--- src/ckp_pkg.sv ---
/*
 * shared constants, register map, field layouts and types for the clock pin block.
 * assumes one 50 MHz system clock, an apb master and a 12-bit byte address.
 */
`default_nettype none

package ckp_pkg;
   timeunit 1ns;
   timeprecision 1ns;

   ////////////////////////////////////////////////////////////////////////////
   // register map
   localparam int CKP_AW = 12;
   localparam logic [11:0] CKP_OFS_CFG = 12'h000;
   localparam logic [11:0] CKP_OFS_CTL = 12'h004;
   localparam logic [11:0] CKP_OFS_MUX = 12'h008;
   localparam logic [11:0] CKP_OFS_STATUS = 12'h00C;

   ////////////////////////////////////////////////////////////////////////////
   // field positions
   localparam int CKP_CFG_DIV_LSB = 0;
   localparam int CKP_CFG_PINSEL_BIT = 2;
   localparam int CKP_CTL_EXTOFF_BIT = 13;
   localparam int CKP_CTL_XTALOFF_BIT = 14;
   localparam int CKP_MUX_CLK_BIT = 0;
   localparam int CKP_ST_XTALEN_BIT = 0;
   localparam int CKP_ST_EXTEN_BIT = 1;
   localparam int CKP_ST_DEFPIN_BIT = 2;
   localparam int CKP_ST_ALTPIN_BIT = 3;
   localparam int CKP_ST_DIVCLK_BIT = 4;

   ////////////////////////////////////////////////////////////////////////////
   // types
   typedef enum logic [1:0] {
      CKP_DIV4 = 2'h0,
      CKP_DIV2 = 2'h1,
      CKP_DIV1 = 2'h2,
      CKP_OFF = 2'h3
   } ckp_div_t;

   typedef enum logic [1:0] {
      CKP_APB_IDLE = 2'h0,
      CKP_APB_RESP = 2'h1
   } ckp_apb_st_t;

   typedef struct packed {
      logic psel;
      logic penable;
      logic pwrite;
      logic [11:0] paddr;
      logic [31:0] pwdata;
   } ckp_apb_req_t;

   typedef struct packed {
      logic pready;
      logic pslverr;
      logic [31:0] prdata;
   } ckp_apb_rsp_t;

   ////////////////////////////////////////////////////////////////////////////
   // values after reset, and the divider toggle count
   localparam ckp_div_t CKP_RST_DIV = CKP_DIV4;
   localparam logic CKP_RST_PINSEL = 1'h0;
   localparam logic CKP_RST_XTALOFF = 1'h0;
   localparam logic CKP_RST_EXTOFF = 1'h0;
   localparam logic CKP_RST_MUXCLK = 1'h0;
   localparam logic [1:0] CKP_CNT_LAST = 2'h1;

   typedef struct packed {
      ckp_apb_st_t apbSt;
      ckp_apb_rsp_t rsp;
      ckp_div_t div;
      logic pinSel;
      logic xtalOff;
      logic extOff;
      logic muxClk;
      logic [2:0] syncDef;
      logic [2:0] syncAlt;
      logic fltDef;
      logic fltAlt;
      logic pinOut;
      logic pinOe;
      logic xtalEn;
      logic extEn;
   } ckp_top_st_t;

   typedef struct packed {
      logic [1:0] cnt;
      logic q;
   } ckp_div_st_t;

endpackage : ckp_pkg

`default_nettype wire

--- src/ckp_clock_pins.sv ---
/*
 * clock pin logic: apb registers, external clock pin select, oscillator
 * disables and the divided clock output on its shared pin.
 * assumes an apb master on the system clock and asynchronous pin inputs.
 */
// Local design decisions: the APB slave port and the register offsets.
`default_nettype none

module ckp_clock_pins (
   input wire logic clock,
   input wire logic resetn,
   input wire logic ce,
   input wire ckp_pkg::ckp_apb_req_t apbReq,
   output ckp_pkg::ckp_apb_rsp_t apbRsp,
   input wire logic defaultClockInputPin,
   input wire logic altClockInputPin,
   input wire logic gpioOut,
   input wire logic gpioOe,
   output logic externalClockInput,
   output logic crystalOscEnable,
   output logic clkoutSharedPinOut,
   output logic clkoutSharedPinOe
);
   timeunit 1ns;
   timeprecision 1ns;

   ckp_pkg::ckp_top_st_t st;
   ckp_pkg::ckp_top_st_t next_st;
   logic divClk;

   ////////////////////////////////////////////////////////////////////////////
   // decode helpers
   function automatic logic ckpMapped(input logic [11:0] a);
      ckpMapped = (a == ckp_pkg::CKP_OFS_CFG) || (a == ckp_pkg::CKP_OFS_CTL) ||
                  (a == ckp_pkg::CKP_OFS_MUX) || (a == ckp_pkg::CKP_OFS_STATUS);
   endfunction : ckpMapped

   function automatic logic [31:0] ckpRead(input logic [11:0] a, input ckp_pkg::ckp_top_st_t s,
                                           input logic dc);
      logic [31:0] r;
      r = 32'h0;
      case (a)
         ckp_pkg::CKP_OFS_CFG: begin
            r[ckp_pkg::CKP_CFG_DIV_LSB +: 2] = s.div;
            r[ckp_pkg::CKP_CFG_PINSEL_BIT] = s.pinSel;
         end
         ckp_pkg::CKP_OFS_CTL: begin
            r[ckp_pkg::CKP_CTL_XTALOFF_BIT] = s.xtalOff;
            r[ckp_pkg::CKP_CTL_EXTOFF_BIT] = s.extOff;
         end
         ckp_pkg::CKP_OFS_MUX: begin
            r[ckp_pkg::CKP_MUX_CLK_BIT] = s.muxClk;
         end
         ckp_pkg::CKP_OFS_STATUS: begin
            r[ckp_pkg::CKP_ST_XTALEN_BIT] = s.xtalEn;
            r[ckp_pkg::CKP_ST_EXTEN_BIT] = s.extEn;
            r[ckp_pkg::CKP_ST_DEFPIN_BIT] = s.fltDef;
            r[ckp_pkg::CKP_ST_ALTPIN_BIT] = s.fltAlt;
            r[ckp_pkg::CKP_ST_DIVCLK_BIT] = dc;
         end
         default: begin
            r = 32'h0;
         end
      endcase
      ckpRead = r;
   endfunction : ckpRead

   ////////////////////////////////////////////////////////////////////////////
   // divider
   ckp_clkout_divider u_div (
      .clock(clock),
      .resetn(resetn),
      .ce(ce),
      .divSel(st.div),
      .divClk(divClk)
   );

   ////////////////////////////////////////////////////////////////////////////
   // next state
   always_comb begin
      next_st = st;
      // pin synchronisers, level taken once stages two and three agree
      next_st.syncDef = {st.syncDef[1:0], defaultClockInputPin};
      next_st.syncAlt = {st.syncAlt[1:0], altClockInputPin};
      if (st.syncDef[1] == st.syncDef[2]) begin
         next_st.fltDef = st.syncDef[2];
      end
      if (st.syncAlt[1] == st.syncAlt[2]) begin
         next_st.fltAlt = st.syncAlt[2];
      end
      // apb slave
      case (st.apbSt)
         ckp_pkg::CKP_APB_IDLE: begin
            next_st.rsp.pready = 1'h0;
            if (apbReq.psel && !apbReq.penable) begin
               next_st.apbSt = ckp_pkg::CKP_APB_RESP;
               next_st.rsp.pready = 1'h1;
               next_st.rsp.pslverr = !ckpMapped(apbReq.paddr);
               next_st.rsp.prdata = apbReq.pwrite ? 32'h0 : ckpRead(apbReq.paddr, st, divClk);
            end
         end
         ckp_pkg::CKP_APB_RESP: begin
            if (apbReq.psel && apbReq.penable) begin
               next_st.apbSt = ckp_pkg::CKP_APB_IDLE;
               next_st.rsp.pready = 1'h0;
               next_st.rsp.pslverr = 1'h0;
               if (apbReq.pwrite) begin
                  case (apbReq.paddr)
                     ckp_pkg::CKP_OFS_CFG: begin
                        next_st.div = ckp_pkg::ckp_div_t'(apbReq.pwdata[ckp_pkg::CKP_CFG_DIV_LSB +: 2]);
                        next_st.pinSel = apbReq.pwdata[ckp_pkg::CKP_CFG_PINSEL_BIT];
                     end
                     ckp_pkg::CKP_OFS_CTL: begin
                        next_st.xtalOff = apbReq.pwdata[ckp_pkg::CKP_CTL_XTALOFF_BIT];
                        next_st.extOff = apbReq.pwdata[ckp_pkg::CKP_CTL_EXTOFF_BIT];
                     end
                     ckp_pkg::CKP_OFS_MUX: begin
                        next_st.muxClk = apbReq.pwdata[ckp_pkg::CKP_MUX_CLK_BIT];
                     end
                     default: begin
                        next_st.muxClk = st.muxClk;
                     end
                  endcase
               end
            end
         end
         default: begin
            next_st.apbSt = ckp_pkg::CKP_APB_IDLE;
            next_st.rsp = '0;
         end
      endcase
      // oscillator enables and shared pin
      next_st.xtalEn = !next_st.xtalOff;
      next_st.extEn = !next_st.extOff;
      next_st.pinOut = gpioOut;
      next_st.pinOe = next_st.muxClk | gpioOe;
   end

   always_ff @(posedge clock or negedge resetn) begin
      if (!resetn) begin
         st <= '0;
         st.apbSt <= ckp_pkg::CKP_APB_IDLE;
         st.div <= ckp_pkg::CKP_RST_DIV;
         st.pinSel <= ckp_pkg::CKP_RST_PINSEL;
         st.xtalOff <= ckp_pkg::CKP_RST_XTALOFF;
         st.extOff <= ckp_pkg::CKP_RST_EXTOFF;
         st.muxClk <= ckp_pkg::CKP_RST_MUXCLK;
         st.xtalEn <= !ckp_pkg::CKP_RST_XTALOFF;
         st.extEn <= !ckp_pkg::CKP_RST_EXTOFF;
      end else if (ce) begin
         st <= next_st;
      end
   end

   ////////////////////////////////////////////////////////////////////////////
   // outputs
   assign apbRsp = st.rsp;
   assign crystalOscEnable = st.xtalEn;
   // clock paths pass raw clock edges (the selected input pin, and the system clock at divide by 1), gated by registered enables
   assign externalClockInput = st.extEn & (st.pinSel ? altClockInputPin : defaultClockInputPin);
   assign clkoutSharedPinOut = st.muxClk ? ((st.div == ckp_pkg::CKP_DIV1) ? (clock & divClk) : divClk)
                                         : st.pinOut;
   assign clkoutSharedPinOe = st.pinOe;

   ////////////////////////////////////////////////////////////////////////////
   // checks
   logic cfgWritten;
   always_ff @(posedge clock or negedge resetn) begin
      if (!resetn) begin
         cfgWritten <= 1'h0;
      end else if (ce && apbReq.psel && apbReq.penable && apbReq.pwrite && apbReq.paddr == ckp_pkg::CKP_OFS_CFG) begin
         cfgWritten <= 1'h1;
      end
   end
endmodule : ckp_clock_pins

`default_nettype wire

--- src/ckp_clkout_divider.sv ---
/*
 * divides the system clock by 4 or 2, holds it high so the caller can pass the clock, or holds it low.
 * assumes the code is registered by the caller on the same clock.
 */
`default_nettype none

module ckp_clkout_divider (
   input wire logic clock,
   input wire logic resetn,
   input wire logic ce,
   input wire ckp_pkg::ckp_div_t divSel,
   output logic divClk
);
   timeunit 1ns;
   timeprecision 1ns;

   ckp_pkg::ckp_div_st_t st;
   ckp_pkg::ckp_div_st_t next_st;

   ////////////////////////////////////////////////////////////////////////////
   // toggle divider
   always_comb begin
      next_st = st;
      case (divSel)
         ckp_pkg::CKP_DIV4: begin
            next_st.cnt = 2'(st.cnt + 2'h1);
            if (st.cnt[0] == ckp_pkg::CKP_CNT_LAST[0]) begin
               next_st.q = ~st.q;
            end
         end
         ckp_pkg::CKP_DIV2: begin
            next_st.cnt = 2'h0;
            next_st.q = ~st.q;
         end
         ckp_pkg::CKP_DIV1: begin
            next_st.cnt = 2'h0;
            next_st.q = 1'h1;
         end
         default: begin
            next_st.cnt = 2'h0;
            next_st.q = 1'h0;
         end
      endcase
   end

   always_ff @(posedge clock or negedge resetn) begin
      if (!resetn) begin
         st <= '0;
      end else if (ce) begin
         st <= next_st;
      end
   end

   assign divClk = st.q;

endmodule : ckp_clkout_divider

`default_nettype wire

--- config.mk ---
export PLATFORM = sky130hd
export DESIGN_NAME = ckp_clock_pins
export DESIGN_NICKNAME = d
export VERILOG_FILES = /design/src/ckp_pkg.sv /design/src/ckp_clock_pins.sv /design/src/ckp_clkout_divider.sv
export SDC_FILE = /design/constraint.sdc
export NUM_CORES = 1
export LEC_CHECK = 0
export ABC_AREA = 1
export ABC_CLOCK_PERIOD_IN_PS = 2500
export BUFFER_PORTS_ARGS = -buffer_cell sky130_fd_sc_hd__buf_2
export CAP_MARGIN = 20
export CELL_PAD_IN_SITES_DETAIL_PLACEMENT = 0
export CELL_PAD_IN_SITES_GLOBAL_PLACEMENT = 1
export CORE_MARGIN = 8
export CORE_UTILIZATION = 34
export CTS_CLUSTER_SIZE = 10
export DETAILED_ROUTE_END_ITERATION = 10
export PLACE_DENSITY_LB_ADDON = 0.1
export RECOVER_POWER = 50
export SLEW_MARGIN = 10
export SYNTH_ARGS = -nofsm -noshare
export SYNTH_HDL_FRONTEND = slang
export SYNTH_SLANG_ARGS = --single-unit
--- constraint.sdc ---
create_clock -name clock -period 2.5 [get_ports clock]
set_input_delay 0.5 -clock clock [delete_from_list [all_inputs] [get_ports clock]]
set_output_delay 0.5 -clock clock [all_outputs]
set_load 0.1 [all_outputs]
==> impl_results.md <==
* RePlAce Congestion at 0.7115
* Top-area cell type share of the netlist area at 39.58%
* GRT Total Usage at 10.83%
* CP cell instances: clkbuf_8 -> o211ai_1 -> o21ai_2 -> buf_12
* Share of layout cells above drive strength 1 at 26.21%
* RSZ-0062 raised after global routing: no
* Gr ovfl total at 0
* Failing checks: max-capacitance violations, max-slew violations
* Final Hold Fails at 0
* Leakage at 0.001071 uW
* Die Y-Extent at 88.16 um
* Core ar. at 5075 um^2
* Pwr Total at 1517 uW
* Commonest non-fill, non-tap cell in the layout: nand2_1
* Initial antenna violation count at 0
* Vias in the first global route at 1383
* Wirelength per Cell at 12.09 um
* Post-DRT Antenna Nets at 0
* Max incr delay on CP at 0.20 ns
* Slew Limit Fails at 31
* Placed insts at 308
* Area Growth Syn to Fin at 13.29%
* DR pass1 iterations at 4
* CTS tree: yes
* Antenna cells at 0
* Post-placement cell area at 1874 um^2
* Post-Place Setup Slack at 0.2237 ns
* First-pass GRT wire length at 6368 um
* Worst EP arrival at 1.84 ns
* DRC violations left at 0
* Synth cell types at 28
* Row cnt at 26
* Flops & latches, synth at 30
* Seq/Total Area, Yosys at 42.54%
* Worst Path Required at 2.00 ns
* CP endpoint kind: output pin
* Synth Cell Area at 1770 um^2
* Die width at 88.16 um
* Clock latency on the worst-skew pair at 0.39 ns
* Largest fanout on the critical path at 2
* Synth Warn # at 0
* Total negative slack at 0 ns
* Area contributors post-synth: dfrtp_1, buf_4, nand2_1, inv_1, o21ai_0
* Vias at 1310
* Starting density of the core at 34.89%
* Commonest cells after routing, fill and taps aside: nand2_1, buf_2, inv_1, dfrtp_1, conb_1
* Hold/Removal Path Class: in2reg
* Cells after Synth at 212
* HPWL Detailed at 2959 um
* Syn_area_per_cell at 8.351 um^2
* Min setup slack post-route at 0.1618 ns
* Clk slew on worst S/H paths at 0.07 ns
* CP Class: clk2out
* Final Setup Violations at 0
* Fin area at 2006 um^2
* Max-cap violations at 1
* Post-synth top area cell: dfrtp_1
* Number of filler cells placed in the layout at 562
* Startpoint Class: clock port
* Worst-Margin Slew at 1.653 ns
* Post-Route WL at 3846 um
* VDD IR max at 0.0003006 V
* Status: finished with violations
* Crit-path leading delay family: compound AO/OA/AOI/OAI gates
* NumNets Final at 301
* Drt via density at 4.119
* Skew final at 0.002522 ns
* Largest net degree at the start of global routing at 31
* Starting DRC count in detailed routing at 43
* CP max-delay cell: o211ai_1
* Max_slew headroom at -10.19%
* Bufs and invs on worst path at 2
* Pwr per Cell Area at 756.4 nW/um^2
* Post-Layout Cell Count at 318
* Die ar. at 7772 um^2
* # IOs at 92
* Buffers on Ports at 39
repair_timing:
action / CTS / global route
endpoints found under the setup margin: 1 / 1
buffers inserted: 0 / 0
pin swaps: 0 / 1
resized for setup: 2 / 2
hold buffers: 0 / 0
final timing paths:
kind / from / to / slack (ns) / depth (start not counted)
setup / recovery: clock / clkoutSharedPinOut / 0.16 / 4
hold / removal: gpioOut / st[3] / 0.32 / 3
setup reg to reg: st[52] / st[13] / 1.26 / 7
hold reg to reg: apbRsp[32] / apbRsp[32] / 0.48 / 2
max in group asynchronous: resetn / st[12] / 1.01 / 1
min in group asynchronous: resetn / apbRsp[13] / 0.52 / 1
cell usage after synthesis (all sizes together):
| master | n |
|---|---|
| o31ai | 2 |
| dfrtp | 28 |
| o21ai | 29 |
| nand3 | 9 |
| buf | 38 |
| o211ai | 3 |
| nor2 | 14 |
| conb | 1 |
| nor3 | 1 |
| and3 | 1 |
| clkbuf | 1 |
| a21oi | 4 |
| nand4 | 7 |
| dfstp | 2 |
| nand2 | 40 |
| inv | 32 |
cells by family after synthesis:
| family | after synthesis | synth area share, % |
|---|---|---|
| and+or+nand+nor | 72 | 21.98 |
| buffers and inverters | 71 | 23.25 |
| AOI/OAI and AO/OA | 38 | 12.01 |
| DFF | 30 | 42.54 |
| other | 1 | 0.2118 |
sequential cells by signal, summed over array words and instances (netlist names):
name               cells
u_div.st               1
next_st                4
apbRsp                 9
st                    13
u_div.divClk           1
crystalOscEnable       1
clkoutSharedPinOe      1
layout make-up:
cell class / instances / area [um^2] / share of cell area (%)
timing repair buffer: 40 / 198.9 / 9.919
sequential: 30 / 753.2 / 37.55
clock inverter: 2 / 12.51 / 0.6238
tap: 70 / 87.58 / 4.367
inverter: 32 / 120.1 / 5.989
clock buffer: 9 / 130.1 / 6.488
multi-input combinational: 135 / 703.2 / 35.06
routing by layer:
metal,track usage (%),vias to the layer above,share of wire [%]
met5,0,-,0
met4,7.834,0,2.0
met3,2.720,7,6.7
met2,15.68,45,43
met1,13.60,572,48
li1,-,686,-
stage by stage:
stage | hold slack (ns) | utilization [%]
detailed placement | 0.4733 | 36.93
global placement | 0.4574 | 36.93
global route | 0.3214 | 39.52
finish | 0.3227 | 39.52
CTS | 0.1878 | 39.74
floorplan | 0.2044 | -
where the power goes:
| group | internal [uW] | switching (uW) |
|---|---|---|
| clock | 304 | 237 |
| combinational | 59.6 | 347 |
| sequential | 539 | 29.9 |
tightest hold or removal path: cells and delay by family:
family,cells,cell delay [ns]
buffers and inverters,1,0.07
and+or+nand+nor,1,0.04
AOI/OAI and AO/OA,1,0.06
(Power assumes the default switching activity.)
